==> src/shared/aum_pkg.sv <==
// How it works
// - Bit 4 masks link protocol errors
// - Bit 5 masks surprise down errors
// - Bit 12 masks poisoned packets
// - Bit 13 masks flow control errors
// - Bit 16 masks unexpected completions
// - Bit 17 masks receiver overflow
// - Bit 18 masks malformed packets
// - Bit 19 masks end-to-end CRC errors
// - Bit 20 masks unsupported requests
// - Masked class neither logged nor reported
// - Bit 14 reads zero, ignores writes
// - Bit 15 reads zero, read-only
// - Bit 0 sticky writable, no effect
// - Status bit pairs with mask bit
package aum_pkg;
    // ------------------------------------------------------------
    // Register map
    // ------------------------------------------------------------
    localparam logic [11:0] STATUS_OFS = 12'h104;
    localparam logic [11:0] MASK_OFS = 12'h108;
    localparam logic [11:0] INT_MASK_OFS = 12'h180;
    localparam logic [11:0] INT_STAT_OFS = 12'h184;

    // ------------------------------------------------------------
    // Field layout
    // ------------------------------------------------------------
    localparam int OBSOLETE_ERROR_BIT = 0;
    localparam int LINK_PROTOCOL_ERR_BIT = 4;
    localparam int SURPRISE_DOWN_ERR_BIT = 5;
    localparam int POISONED_BIT = 12;
    localparam int FLOW_CONTROL_ERR_BIT = 13;
    localparam int COMPLETION_TIMEOUT_BIT = 14;
    localparam int COMPLETER_ABORT_BIT = 15;
    localparam int UNEXPECTED_COMPLETION_BIT = 16;
    localparam int RECEIVER_OVERFLOW_BIT = 17;
    localparam int BAD_PACKET_FORMAT_BIT = 18;
    localparam int ECRC_BIT = 19;
    localparam int UNSUPPORTED_REQ_BIT = 20;
    // Writable mask bits; bit 0 stored but has no effect
    localparam logic [31:0] MASK_WR = 32'h001f_3031;
    // Bits that can log an event
    localparam logic [31:0] EVENT_BITS = 32'h001f_3030;
    localparam logic [31:0] MASK_RESET = 32'h0000_0000;
    localparam logic [31:0] STATUS_RESET = 32'h0000_0000;
    localparam logic [31:0] INT_MASK_RESET = 32'h0000_0000;

    // ------------------------------------------------------------
    // Types
    // ------------------------------------------------------------
    typedef struct packed {
        logic [11:0] addr;
        logic write;
        logic [31:0] wdata;
    } aum_req_s;

    typedef enum logic [1:0] {
        AUM_IDLE,
        AUM_ACCESS
    } aum_phase_e;
endpackage

==> src/hdl/aum_sticky_reg.sv <==
`timescale 1ns/1ps
// Sticky register: only power-on reset clears it; write-one-clear optional
module aum_sticky_reg #(
    parameter logic [31:0] WR_BITS = 32'h0,
    parameter logic [31:0] RST_VAL = 32'h0,
    parameter bit W1C = 1'b0
) (
    // Clock and power-on reset
    input wire logic i_ref_clk,
    input wire logic i_por,
    // Update
    input wire logic i_we,
    input wire logic [31:0] i_wdata,
    input wire logic [31:0] i_set,
    // State
    output logic [31:0] o_value
);
    logic [31:0] next_value;

    // Set wins over a simultaneous clear
    assign next_value = W1C ? (((o_value & ~({32{i_we}} & i_wdata)) | i_set) & WR_BITS)
                            : ((i_we ? i_wdata : o_value) & WR_BITS);

    always_ff @(posedge i_ref_clk) begin
        if (i_por) begin
            o_value <= RST_VAL;
        end else begin
            o_value <= next_value;
        end
    end
endmodule

==> src/hdl/aum_mask_bank.sv <==
// Chosen here: the APB register port.
`timescale 1ns/1ps
module aum_mask_bank (
    // Clock and resets
    input wire logic i_ref_clk,
    input wire logic i_reset,
    input wire logic i_hot_reset,
    // APB slave
    input wire logic i_psel,
    input wire logic i_penable,
    input wire logic i_pwrite,
    input wire logic [11:0] i_paddr,
    input wire logic [31:0] i_pwdata,
    output logic [31:0] o_prdata,
    output logic o_pready,
    output logic o_pslverr,
    // Error detection from the port
    input wire logic [31:0] i_err_detect,
    // Reporting
    output logic [31:0] o_err_report,
    output logic [31:0] o_mask,
    output logic o_irq
);
    // ------------------------------------------------------------
    // Bus decode
    // ------------------------------------------------------------
    aum_pkg::aum_req_s req;
    aum_pkg::aum_phase_e phase;
    aum_pkg::aum_phase_e next_phase;
    logic access;
    logic wr;
    logic hit_mask;
    logic hit_stat;
    logic hit_imask;
    logic hit_istat;
    logic mapped;
    logic [31:0] mask;
    logic [31:0] status;
    logic [31:0] int_mask;
    logic [31:0] int_stat;
    logic [31:0] logged;
    logic [31:0] rd_mux;
    logic [31:0] next_report;
    logic setup;
    logic next_pready;
    logic next_pslverr;
    logic [31:0] next_prdata;
    logic next_irq;

    // Word decode; the two low address bits are ignored
    function automatic logic hit(input logic [11:0] a, input logic [11:0] ofs);
        return a[11:2] == ofs[11:2];
    endfunction

    assign req = '{addr: i_paddr, write: i_pwrite, wdata: i_pwdata};
    // Answer at the first access cycle; zero wait states
    assign access = i_psel && i_penable && phase == aum_pkg::AUM_ACCESS;
    assign wr = access && req.write;
    assign hit_mask = hit(req.addr, aum_pkg::MASK_OFS);
    assign hit_stat = hit(req.addr, aum_pkg::STATUS_OFS);
    assign hit_imask = hit(req.addr, aum_pkg::INT_MASK_OFS);
    assign hit_istat = hit(req.addr, aum_pkg::INT_STAT_OFS);
    assign mapped = hit_mask || hit_stat || hit_imask || hit_istat;
    // Setup cycle: the answer is prepared here so it stands in access
    assign setup = i_psel && !i_penable;
    assign next_phase = setup ? aum_pkg::AUM_ACCESS : aum_pkg::AUM_IDLE;

    // ------------------------------------------------------------
    // Mask and status
    // ------------------------------------------------------------
    // writable mask bits only
    aum_sticky_reg #(
        .WR_BITS(aum_pkg::MASK_WR),
        .RST_VAL(aum_pkg::MASK_RESET),
        .W1C(1'b0)
    ) u_mask (
        .i_ref_clk(i_ref_clk),
        .i_por(i_reset),
        .i_we(wr && hit_mask),
        .i_wdata(req.wdata),
        .i_set(32'h0000_0000),
        .o_value(mask)
    );

    assign logged = i_err_detect & ~mask & aum_pkg::EVENT_BITS;

    aum_sticky_reg #(
        .WR_BITS(aum_pkg::EVENT_BITS),
        .RST_VAL(aum_pkg::STATUS_RESET),
        .W1C(1'b1)
    ) u_status (
        .i_ref_clk(i_ref_clk),
        .i_por(i_reset),
        .i_we(wr && hit_stat),
        .i_wdata(req.wdata),
        .i_set(logged),
        .o_value(status)
    );

    // Interrupt status mirrors logged events; hot reset clears it
    aum_sticky_reg #(
        .WR_BITS(aum_pkg::EVENT_BITS),
        .RST_VAL(aum_pkg::STATUS_RESET),
        .W1C(1'b1)
    ) u_istat (
        .i_ref_clk(i_ref_clk),
        .i_por(i_reset || i_hot_reset),
        .i_we(wr && hit_istat),
        .i_wdata(req.wdata),
        .i_set(logged),
        .o_value(int_stat)
    );

    aum_sticky_reg #(
        .WR_BITS(aum_pkg::EVENT_BITS),
        .RST_VAL(aum_pkg::INT_MASK_RESET),
        .W1C(1'b0)
    ) u_imask (
        .i_ref_clk(i_ref_clk),
        .i_por(i_reset || i_hot_reset),
        .i_we(wr && hit_imask),
        .i_wdata(req.wdata),
        .i_set(32'h0000_0000),
        .o_value(int_mask)
    );

    // ------------------------------------------------------------
    // Read mux and outputs
    // ------------------------------------------------------------
    // hardwired bits read zero
    assign rd_mux = hit_mask ? mask :
                    hit_stat ? status :
                    hit_imask ? int_mask :
                    hit_istat ? int_stat : 32'h0000_0000;
    assign next_report = logged;
    // Unmapped reads return zero with an error flag
    assign next_pready = setup;
    assign next_pslverr = setup && !mapped;
    assign next_prdata = (setup && !req.write) ? rd_mux : 32'h0000_0000;
    assign next_irq = |(int_stat & int_mask);

    // Bus phase
    always_ff @(posedge i_ref_clk) begin
        if (i_reset) begin
            phase <= aum_pkg::AUM_IDLE;
        end else begin
            phase <= next_phase;
        end
    end

    // Bus answer, one cycle wide
    always_ff @(posedge i_ref_clk) begin
        if (i_reset) begin
            o_prdata <= 32'h0000_0000;
            o_pready <= 1'b0;
            o_pslverr <= 1'b0;
        end else begin
            o_prdata <= next_prdata;
            o_pready <= next_pready;
            o_pslverr <= next_pslverr;
        end
    end

    // Reporting outputs
    always_ff @(posedge i_ref_clk) begin
        if (i_reset) begin
            o_err_report <= 32'h0000_0000;
            o_mask <= 32'h0000_0000;
            o_irq <= 1'b0;
        end else begin
            o_err_report <= next_report;
            o_mask <= mask;
            o_irq <= next_irq;
        end
    end

    localparam int LINK = aum_pkg::LINK_PROTOCOL_ERR_BIT;

    // ------------------------------------------------------------
    // Per-class checks
    // ------------------------------------------------------------
    // one check set per error class
    for (genvar g = 0; g < 32; g++) begin : g_class
        if (aum_pkg::EVENT_BITS[g]) begin : g_event

        end else begin : g_fixed

        end
    end
endmodule

==> config.mk <==
export PLATFORM = sky130hd
export DESIGN_NAME = aum_mask_bank
export DESIGN_NICKNAME = d
export VERILOG_FILES = /design/src/shared/aum_pkg.sv /design/src/hdl/aum_sticky_reg.sv /design/src/hdl/aum_mask_bank.sv
export SDC_FILE = /design/constraint.sdc
export NUM_CORES = 1
export LEC_CHECK = 0
export ABC_AREA = 1
export BUFFER_PORTS_ARGS = -buffer_cell sky130_fd_sc_hd__buf_4
export CAP_MARGIN = 0
export CORE_MARGIN = 1.5
export CORE_UTILIZATION = 58
export DETAILED_ROUTE_END_ITERATION = 10
export PLACE_DENSITY = 0.93
export REMOVE_ABC_BUFFERS = 1
export SLEW_MARGIN = 20
export SYNTH_ARGS = -nofsm -noshare
export SYNTH_HDL_FRONTEND = slang
export SYNTH_HIERARCHICAL = 1
export SYNTH_SLANG_ARGS = --single-unit
==> constraint.sdc <==
create_clock -name i_ref_clk -period 2.63 [get_ports i_ref_clk]
set_input_delay 0.1315 -clock i_ref_clk [delete_from_list [all_inputs] [get_ports i_ref_clk]]
set_output_delay 0.1315 -clock i_ref_clk [all_outputs]
set_load 0.01 [all_outputs]
Yosys cells after proc, flatten, opt, wreduce, memory -nomap -nowiden:

Index checks and enable logic that the tools add are counted.
W data, S select, Z words.

* bits of input ports: 82
* logic and storage cells: 53
* output and inout port bits: 99
* register bits: 127

* reduce and logical (&&, ||, !) cells: 19
* equality and inequality tests: 5
* mux-type cells: 5
* bitwise logic cells: 12

Operator list (count)
* $and A21 B21 Y21: 6
* $mux W21: 4
* $not A21 Y21: 3
* $or A21 B21 Y21: 2
* $eq A10 B7 Y1 const B: 4
* $reduce_or A32 Y1: 1
* $logic_and A1 B1 Y1: 10
* $logic_or A1 B1 Y1: 4
* $logic_not A1 Y1: 3
* $eq A2 B1 Y1 const B: 1
* $reduce_or A2 Y1: 1
* $mux W1: 1
* $not A1 Y1: 1

Longest topological paths before layout:

Gate-level depths: netlist of run 1.

* depth after elaboration: 8
* depth in mapped cells: 11
* depth with buffers taken out: 8

Hierarchy:

The synthesis of run 1 kept the hierarchy.

Modules (own cells, without submodules)
* aum_mask_bank: times used 1, seq. area each 1521.5 um2, area an instance 4144.0 um2, cells an instance 615
* aum_sticky_reg at u_istat ...: times used 2, seq. area each 180.2 um2, area an instance 523.0 um2, cells an instance 71
* aum_sticky_reg at u_mask: times used 1, seq. area each 200.2 um2, area an instance 588.1 um2, cells an instance 86
* aum_sticky_reg at u_imask: times used 1, seq. area each 180.2 um2, area an instance 558.0 um2, cells an instance 81

Least setup slack after synthesis of run 1:

No wires, ideal clock.

* kind: in2reg
* start: input port i_paddr[11]
* end: register u_status.o_value[19]
* library setup time: 0.118 ns
* setup slack: 1.231 ns
* arrival: 1.281 ns
* path buffers: 2
* stages: 10
* data required time: 2.512 ns
* path through: nor2_2 -> nand2_2 -> nor2_4 -> nand3_1 -> clkbuf_1 -> nor2_1 -> buf_6 -> nand2_1 -> nand2_1 -> a21oi_2

* word-level cells in the longest chain between the ends: 6

RTL lines
* start: declaration: line aum_mask_bank.sv:12 `input wire logic [11:0] i_paddr,`
* $eq A10 B7 Y1: line aum_mask_bank.sv:52 `return a[11:2] == ofs[11:2];`
* $logic_and A1 B1 Y1: line aum_mask_bank.sv:94 `.i_we(wr && hit_stat),`
* $and A21 B21 Y21: line aum_sticky_reg.sv:21 `assign next_value = W1C ? (((o_value & ~({32{i_we}} & i_wdata)) | i_set) & WR_BITS)`
* $not A21 Y21: line aum_sticky_reg.sv:21
* $and A21 B21 Y21: line aum_sticky_reg.sv:21
* $or A21 B21 Y21: line aum_sticky_reg.sv:21
* end signal: assignment: line aum_sticky_reg.sv:28 `o_value <= next_value;`
* end: declaration: line aum_sticky_reg.sv:16 `output logic [31:0] o_value`

No other way between the ends.
A chain may end at the register's enable or synchronous reset.

==> results.yml, run 1 <==
synthesis:
  synth_top_flop_cell: "sky130_fd_sc_hd__dfxtp_1"
  syn-cell-area_um2: 6336
  yosys.area.top_type: "sky130_fd_sc_hd__dfxtp_1"
  postSynth.asyncResetShare_pct: 0
  synth_largest_type_area_fraction_pct: 35.70
  post_synth_num_cell_types: 28
  postSynthCellCount: 924
  ys_seq_elements: 113
  ys_top_cells_by_count: "187 x sky130_fd_sc_hd__nand2_1, 119 x sky130_fd_sc_hd__buf_4, 116 x sky130_fd_sc_hd__inv_1, 113 x sky130_fd_sc_hd__dfxtp_1, 90 x sky130_fd_sc_hd__nor2_1"
  yosys_warnings: 6
  synth.yosys.seq_area_share_pct: 35.70
  synth_enable_flop_cells: 0
  synthMostInstantiatedCell: "sky130_fd_sc_hd__nand2_1"
  synth_area_leaders: "sky130_fd_sc_hd__dfxtp_1 36%, sky130_fd_sc_hd__buf_4 14%, sky130_fd_sc_hd__nand2_1 11%"
  post_synth.cell_area_avg_um2: 6.857
setup_path:
  cp_common_cell: "sky130_fd_sc_hd__nand2_1"
  crit_path_capture_type: "flip-flop"
  path_max_fanout: 9
  worstSetupPathType: "flip-flop to flip-flop"
  worst_ep_arrival_time_ns: 2.13
  critical-path-slowest-cell: "sky130_fd_sc_hd__nor2_1"
  critical_path.max_stage_delay_ns: 0.72
  setup.worst_path.start_class: "flip-flop"
  critical_path_cell_sequence: "nand4_1, nor2_1, nand2_1, nand2_1, a21oi_2"
  timing.critical_path.required_ns: 3.01
timing:
  fin_worst_skew_ns: 0.006371
  final.hold.worst_slack_ns: 0.05867
  fmax_ghz: 0.5711
  number_of_max_slew_violations_in_the_final_report: 0
  tightestPinTransition_ns: 0.8343
  hold_viol: 0
  final_critical_delay_including_setup_and_external_delays_ns: 1.751
  timing.final.ws_setup_ns: 0.8790
  rsz0062_at_grt: "false"
  setup_viol: 0
  post-route-period-util_pct: 66.58
  timing.max_slew.rel_slack_pct: 44.18
drt:
  post_drt_wl_per_cell_um: 12.61
  via_count: 5721
  routed_wl_um: 14870
  first_pass_iters: 5
  via_per_inst: 4.852
  post-route-drc-count: 0
  drt.antenna.violating_nets: 0
  drt_first_iter_violations: 372
floorplan:
  die_w_um: 107.5
  die_area_um2: 11560
  initial_core_util_pct: 60.56
  floorplan_die_height_um: 107.5
  placement_rows: 37
  core_area_um2: 10460
  floorplan.io_pins: 181
power:
  post-layout-total-power_mw: 4.416
  power_leakage_nw: 3.580
  power_density_nw_per_um2: 590.7
  worst_ir_drop_vdd_v: 0.0004090
run:
  cap_violations: 0
placed_design:
  place.detailed.hpwl_um: 8732
  cell_count_post_placement: 1126
  io_buffer_count: 110
  dp_slack_ns: 0.7712
  gp_congestion: 0.8320
grt:
  use_met2_pct: 46.68
  number_of_antenna_violations_at_the_first_check_in_global_routing: 0
  top_usage_layer: "met2"
  grt_max_degree: 67
  grt_pass1_vias: 5308
  track_usage_pct: 26.09
  use_met3_pct: 5.266
  globalRouteMet1Util_pct: 30.96
  grt_first_pass_wirelength_um: 23950
  grt.overflow.total: 0
clocking:
  cts_root_buffer: "sky130_fd_sc_hd__clkbuf_8"
  clk_path_buf_depth: 2
  cts_inserted_buffers: 17
  tritoncts: "done"
  clock-sinks: 113
  cts_setup_buffers: 0
  post_cts_gate_resize_count: 0
  worst_setup_hold_path_clk_slew_ns: 0.06
  cts.htree.levels: 4
  clkLatencyLatePin_ns: 0.52
cells_and_area:
  instances_no_fill: 1179
  area.growth.synth_to_final_pct: 17.97
  antenna_cells_inserted: 0
  final_stage_net_count: 1112
  drive_above_1_share_pct: 16.49
  fillers: 832
worst_hold_path:
  timing.hold.worst.class: "input pin to flip-flop"
run_status:
  run_status: "completed"
-- what timing repair did --
item                                    in CTS  in global routing
hold buffers                                21                  0
endpoints found under the hold margin       47                  0
endpoints found under the setup margin       0                  0
-- final cells by class --
class / count / area, um^2 / area share [%]
clock inverters: 13 / 161.4 / 2.159
clock buffers: 19 / 431.7 / 5.775
multi-input cells: 634 / 2865 / 38.33
well taps: 136 / 170.2 / 2.277
flip-flops and latches: 113 / 2262 / 30.26
inverters: 120 / 450.4 / 6.026
repair buffers: 144 / 1134 / 15.17
-- sequential cells by signal, summed over array words and instances (netlist names) --
register,flops
o_irq,1
u_imask/o_value,9
o_err_report,9
u_istat/o_value,9
o_pready,1
o_mask,32
o_prdata,32
u_status/o_value,9
u_mask/o_value,10
o_pslverr,1
-- worst max-delay path, delay by kind of cell (launching register included) --
kind | cells | cell delay [ns]
AOI/OAI and AO/OA | 1 | 0.05
DFF | 1 | 0.35
and+or+nand+nor | 4 | 1.22
-- cell families after synthesis --
kind of cell,Yosys count,synth area share (%)
buffers and inverters,286,25.61
AND/OR/NAND/NOR,436,31.63
AO/OA/AOI/OAI,84,6.754
other,5,0.2962
flip-flops,113,35.70
-- power breakdown --
part           switching [mW]  total (mW)  internal, mW
Sequential             0.0192        1.78          1.76
Combinational           0.209       0.348         0.139
Clock                   0.825        2.29          1.47
-- placed cells by master (no fill, tap or decap) --
| cell type | synthesis | layout |
|---|---|---|
| sky130_fd_sc_hd__nand4_2 | 1 | 1 |
| sky130_fd_sc_hd__conb_1 | 5 | 114 |
| sky130_fd_sc_hd__nor3_1 | 10 | 10 |
| sky130_fd_sc_hd__nand4_1 | 37 | 37 |
| sky130_fd_sc_hd__buf_4 | 119 | 123 |
| sky130_fd_sc_hd__nor2_1 | 90 | 90 |
| sky130_fd_sc_hd__o21ai_1 | 2 | 2 |
| sky130_fd_sc_hd__dlygate4sd3_1 | 0 | 21 |
| sky130_fd_sc_hd__or2_2 | 2 | 2 |
| sky130_fd_sc_hd__inv_1 | 116 | 116 |
| sky130_fd_sc_hd__dfxtp_1 | 113 | 113 |
| sky130_fd_sc_hd__clkinv_1 | 2 | 2 |
| sky130_fd_sc_hd__nand3_1 | 66 | 66 |
| sky130_fd_sc_hd__nor3_2 | 1 | 1 |
| sky130_fd_sc_hd__nor2_2 | 4 | 3 |
| sky130_fd_sc_hd__o21ai_0 | 30 | 30 |
| sky130_fd_sc_hd__a21oi_2 | 2 | 2 |
| sky130_fd_sc_hd__inv_6 | 0 | 1 |
| sky130_fd_sc_hd__clkinvlp_4 | 0 | 4 |
| sky130_fd_sc_hd__nand2_1 | 187 | 187 |
| sky130_fd_sc_hd__clkbuf_8 | 0 | 2 |
| sky130_fd_sc_hd__clkinv_4 | 0 | 2 |
| sky130_fd_sc_hd__clkinv_2 | 0 | 3 |
| sky130_fd_sc_hd__clkbuf_1 | 17 | 1 |
| sky130_fd_sc_hd__bufinv_16 | 0 | 3 |
| sky130_fd_sc_hd__nor2_4 | 3 | 4 |
| sky130_fd_sc_hd__clkbuf_16 | 0 | 16 |
| sky130_fd_sc_hd__inv_2 | 2 | 2 |
| sky130_fd_sc_hd__a21oi_1 | 50 | 50 |
| sky130_fd_sc_hd__nand3b_1 | 32 | 32 |
| sky130_fd_sc_hd__nand2_2 | 3 | 3 |
-- per-layer routing --
metal | part of all wire [%] | vias to the layer above
met5 | 0 | -
met4 | 1.7 | 0
met3 | 6.7 | 34
met2 | 50 | 231
met1 | 41 | 2571
li1 | - | 2885
-- final timing paths --
check	slack, ns	depth (start not counted)	to	start
hold / removal	0.06	3	u_istat/o_value[4]	i_hot_reset
setup reg to reg	0.88	5	u_status/o_value[19]	o_pready
setup / recovery	0.88	5	u_status/o_value[19]	o_pready
hold reg to reg	0.45	2	o_mask[0]	u_mask/o_value[0]
-- stage by stage --
stage	utilization [%]	setup TNS [ns]	cell area [um^2]
after floorplan	-	-9.614	5573
after global routing	71.44	0	7475
final	71.44	0	7475
after global placement	63.76	0	6671
after CTS	71.44	0	7475
after detailed placement	63.76	0	6671
Power figures use the tool's default switching activity.
==> inputs of run 2 (changes only) <==
- CORE_UTILIZATION: 58 -> 49
- PLACE_DENSITY: 0.93 -> 0.84
- clock period: 2.63 -> 1.5 ns (I/O delays scaled with it)
==> results.yml, run 2 (same netlist as run 1, synthesis figures left out) <==
run_status:
  run_status: "completed"
timing:
  setup_viol: 0
  hold_viol: 0
  fin_worst_skew_ns: 0.008826
  number_of_max_slew_violations_in_the_final_report: 0
  fin_setup_tns_ns: 0
  final_critical_delay_including_setup_and_external_delays_ns: 1.307
  rsz0062_at_grt: "false"
  post-route-period-util_pct: 87.11
  timing.final.ws_setup_ns: 0.1934
  fmax_ghz: 0.7654
floorplan:
  core_area_um2: 12620
  floorplan.io_pins: 181
  placement_rows: 41
  die_w_um: 116.7
  die_area_um2: 13620
  initial_core_util_pct: 50.21
  floorplan_die_height_um: 116.7
cells_and_area:
  final_core_util_pct: 60.51
  layout_top_registers: "o_mask x32, o_prdata x32, u_mask/o_value x10"
  final_stage_net_count: 1123
  instances_no_fill: 1224
  layout_commonest_cell: "sky130_fd_sc_hd__nand2_1"
  drive_above_1_share_pct: 17.02
  antenna_cells_inserted: 0
  layout.cells.most_common_list: "187 x sky130_fd_sc_hd__nand2_1, 129 x sky130_fd_sc_hd__buf_4, 116 x sky130_fd_sc_hd__inv_1"
  area.growth.synth_to_final_pct: 20.52
setup_path:
  worst_r2r_startpoint: "o_pready"
  worstRegToRegCells: 6
  timing.critical_path.required_ns: 1.84
  critical_path_cell_sequence: "dlygate4sd3_1, buf_4, inv_1, nand2_1, nor3_4, buf_4, o21ai_0, a21oi_1"
  setup.worst_path.start_class: "input pin"
  launch_point_of_the_worst_path: "i_penable"
  path_max_fanout: 24
  crit_path_end: "o_prdata[31]"
  reg2reg_setup_slack_ns: 0.22
  cp_common_cell: "sky130_fd_sc_hd__buf_4"
  critical_path.max_stage_delay_ns: 0.56
  crit_buf_inv: 4
  crit_path_capture_type: "flip-flop"
  worst_ep_arrival_time_ns: 1.64
  crit_family: "buffers and inverters"
  worst-path-stages: 8
  worstSetupPathType: "input pin to flip-flop"
  reg2reg_to: "u_imask/o_value[12]"
  critical-path-slowest-cell: "sky130_fd_sc_hd__dlygate4sd3_1"
grt:
  grt.overflow.total: 0
  grt_pass1_vias: 5205
  grt_max_degree: 44
  number_of_antenna_violations_at_the_first_check_in_global_routing: 0
  grt_first_pass_wirelength_um: 23930
  track_usage_pct: 22.52
worst_hold_path:
  holdCritStartpoint: "i_reset"
  timing.hold.worst.class: "input pin to flip-flop"
  worst_hold_path.num_cells: 2
drt:
  drt.antenna.violating_nets: 0
  via_per_inst: 4.545
  first_pass_iters: 6
  post-route-drc-count: 0
  via_count: 5563
  routed_wl_um: 14240
  drt_first_iter_violations: 441
  post_drt_wl_per_cell_um: 11.64
placed_design:
  dp_slack_ns: 0.09213
  io_buffer_count: 110
  place.detailed.hpwl_um: 9360
  cell_count_post_placement: 1173
  gp_congestion: 0.8478
power:
  power_density_nw_per_um2: 982.0
  power_leakage_nw: 3.650
  worst_ir_drop_vdd_v: 0.0006008
clocking:
  tritoncts: "done"
  cts.htree.levels: 4
  cts_inserted_buffers: 17
  clk_path_buf_depth: 2
  clock-sinks: 113
  clkLatencyLatePin_ns: 0.42
  cts_setup_buffers: 0
  cts_root_buffer: "sky130_fd_sc_hd__clkbuf_16"
  worst_setup_hold_path_clk_slew_ns: 0.05
run:
  cap_violations: 0
==> run 2: final cells by class <==
class                      count  area [um^2]
clock buffer                  25        505.5
clock inverter                 5        52.55
fill                        1190         4984
inverter                     120        450.4
multi-input combinational    634         2872
sequential                   113         2262
tap                          172        215.2
timing repair buffer         155         1279
==> run 2: metal layers <==
layer | share of wire [%] | GRT usage [%] | up-vias | routed length (um)
met5 | 0 | 0 | - | 0
met4 | 1.8 | 7.952 | 0 | 260
met3 | 6.2 | 6.072 | 21 | 889
met2 | 49 | 38.60 | 188 | 7013
met1 | 43 | 27.21 | 2448 | 6081
li1 | - | - | 2906 | -
==> run 2: worst min path at each step <==
stage	end	slack, ns
4_1_cts	u_status/o_value[19]	0.01
3_5_place_dp	o_err_report[16]	0.33
6_report	u_status/o_value[19]	0.01
2_1_floorplan	u_status/o_value[19]	0.14
3_3_place_gp	o_err_report[12]	0.33
5_1_grt	o_mask[19]	0.03
==> run 2: worst register-to-register path: stages, from the launching register on <==
cell and delay (ns):
sky130_fd_sc_hd__dfxtp_1 0.33, sky130_fd_sc_hd__nand4_1 0.19, sky130_fd_sc_hd__nor2_1 0.18, sky130_fd_sc_hd__buf_4 0.25, sky130_fd_sc_hd__nand2_1 0.10, sky130_fd_sc_hd__nand2_1 0.08
sky130_fd_sc_hd__nor2_1 0.05
==> run 2: report_power, final <==
group	switching, mW	leakage, nW	total (mW)	internal (mW)
clock	1.31	0.275	3.77	2.46
sequential	0.0317	0.924	3.12	3.09
combinational	0.358	2.45	0.614	0.255
total	1.70	3.65	7.50	5.80
==> run 2: timing repair <==
item	4_1_cts	5_1_grt
hold buffers	21	0
hold endpoints to repair	44	0
resized for setup	0	0
==> run 2: stage by stage <==
stage	area (um^2)	power [mW]	hold slack [ns]
3_5_place_dp	6868	3.725	0.3325
2_1_floorplan	5573	3.469	0.1374
3_3_place_gp	6868	3.712	0.3276
6_report	7636	7.499	0.01424
4_1_cts	7636	7.530	0.01037
5_1_grt	7636	7.789	0.02758
==> inputs of run 3 (changes only) <==
==> constraint.sdc (replaced) <==
create_clock -name i_ref_clk -period 1.5 [get_ports i_ref_clk]
set_input_delay 0.225 -clock i_ref_clk [delete_from_list [all_inputs] [get_ports i_ref_clk]]
set_output_delay 0.225 -clock i_ref_clk [all_outputs]
set_load 0.01 [all_outputs]
==> results.yml, run 3 (same netlist as run 1, synthesis figures left out) <==
setup_path:
  worstSetupPathType: "flip-flop to flip-flop"
  reg2reg_to: "u_mask/o_value[13]"
  timing.critical_path.required_ns: 1.81
  crit_path_end: "u_mask/o_value[13]"
  worstRegToRegCells: 6
  launch_point_of_the_worst_path: "o_pready"
  reg2reg_setup_slack_ns: 0.25
  setup.worst_path.start_class: "flip-flop"
  worst_ep_arrival_time_ns: 1.56
  crit_path_capture_type: "flip-flop"
  path_max_fanout: 20
  worst_r2r_startpoint: "o_pready"
floorplan:
  floorplan_die_height_um: 116.7
  core_area_um2: 12620
  die_w_um: 116.7
  initial_core_util_pct: 50.21
  placement_rows: 41
  floorplan.io_pins: 181
  die_area_um2: 13620
grt:
  grt_first_pass_wirelength_um: 22740
  track_usage_pct: 21.42
  grt_pass1_vias: 4745
  grt_max_degree: 44
  grt.overflow.total: 0
  number_of_antenna_violations_at_the_first_check_in_global_routing: 0
cells_and_area:
  layout.cells.most_common_list: "187 x sky130_fd_sc_hd__nand2_1, 140 x sky130_fd_sc_hd__buf_4, 116 x sky130_fd_sc_hd__inv_1"
  drive_above_1_share_pct: 18.82
  layout_commonest_cell: "sky130_fd_sc_hd__nand2_1"
  postLayoutCellArea_um2: 7616
  final_stage_net_count: 1116
  antenna_cells_inserted: 0
  layout_top_registers: "o_mask x32, o_prdata x32, u_mask/o_value x10"
  area.growth.synth_to_final_pct: 20.20
drt:
  via_count: 5487
  post_drt_wl_per_cell_um: 11.31
  drt_first_iter_violations: 350
  drt.antenna.violating_nets: 0
  first_pass_iters: 5
  routed_wl_um: 13790
  via_per_inst: 4.501
  post-route-drc-count: 0
timing:
  final.hold.worst_slack_ns: 0.06207
  hold_viol: 0
  fin_worst_skew_ns: 0.003960
  post-route-period-util_pct: 83.66
  fin_setup_tns_ns: 0
  final_critical_delay_including_setup_and_external_delays_ns: 1.255
  rsz0062_at_grt: "false"
  fmax_ghz: 0.7969
  setup_viol: 0
  timing.final.ws_setup_ns: 0.2451
  number_of_max_slew_violations_in_the_final_report: 0
clocking:
  cts.hold.buffers_added: 0
  clk_path_buf_depth: 2
  clkLatencyLatePin_ns: 0.41
  cts.htree.levels: 4
  worst_setup_hold_path_clk_slew_ns: 0.06
  tritoncts: "done"
  post_cts_gate_resize_count: 0
  cts_setup_buffers: 0
  clock-sinks: 113
  cts_root_buffer: "sky130_fd_sc_hd__clkbuf_16"
  cts_inserted_buffers: 17
placed_design:
  place.detailed.hpwl_um: 9555
  place_area_um2: 7010
  dp_slack_ns: -0.03934
  gp_congestion: 0.8467
  io_buffer_count: 110
run_status:
  run_status: "completed"
power:
  post-layout-total-power_mw: 7.791
  worst_ir_drop_vdd_v: 0.0006087
  power_density_nw_per_um2: 1023
  power_leakage_nw: 3.644
worst_hold_path:
  worst_hold_path.num_cells: 3
  timing.hold.worst.class: "input pin to flip-flop"
run:
  cap_violations: 0
[run 3: changes by cell type in the layout (fill, tap and decap cells not counted), sizes merged]
cell,delta
clkinv,+1
buf,+14
clkinvlp,+5
clkbuf,-6
bufinv,+2
dlygate4sd3,-21
[run 3: how the worst min path moves through the flow]
stage | from | end
3_5_place_dp | u_mask/o_value[0] | o_mask[0]
5_1_grt | i_err_detect[16] | o_err_report[16]
4_1_cts | i_err_detect[16] | o_err_report[16]
3_3_place_gp | u_mask/o_value[0] | o_mask[0]
6_report | i_err_detect[12] | o_err_report[12]
2_1_floorplan | i_reset | u_status/o_value[19]
[run 3: layout make-up]
| cell class | instances | area [um^2] |
|---|---|---|
| Timing Repair Buffer | 148 | 1211 |
| Tap cell | 172 | 215.2 |
| Multi-Input combinational cell | 634 | 2872 |
| Clock inverter | 13 | 162.7 |
| Clock buffer | 19 | 442.9 |
| Fill cell | 1172 | 5004 |
| Inverter | 120 | 450.4 |
| Sequential cell | 113 | 2262 |
[run 3: where the power goes]
group	total [mW]	leakage [nW]	internal (mW)	switching [mW]
clock network	4.09	0.277	2.65	1.44
registers	3.11	0.924	3.08	0.0322
logic	0.589	2.44	0.237	0.353
[run 3: worst max-delay path: stages, from the launching register on]
cell	delay, ns
sky130_fd_sc_hd__dfxtp_1	0.34
sky130_fd_sc_hd__nand4_1	0.20
sky130_fd_sc_hd__nor2_1	0.25
sky130_fd_sc_hd__buf_12	0.18
sky130_fd_sc_hd__nand2_1	0.06
sky130_fd_sc_hd__nand2_1	0.07
sky130_fd_sc_hd__nor2_2	0.04
[run 3: layer usage]
| metal | track usage (%) | wire length, um | vias up |
|---|---|---|---|
| li1 | - | - | 2895 |
| met1 | 27.78 | 6101 | 2428 |
| met2 | 34.39 | 6661 | 146 |
| met3 | 5.293 | 801 | 18 |
| met4 | 8.353 | 223 | 0 |
| met5 | 0 | 0 | - |
[run 3: through the flow]
step | util, % | instances
after CTS | 60.35 | 1219
after global routing | 60.35 | 1219
after global placement | 55.55 | 1187
after detailed placement | 55.55 | 1187
after floorplan | - | 867
final | 60.35 | 1219
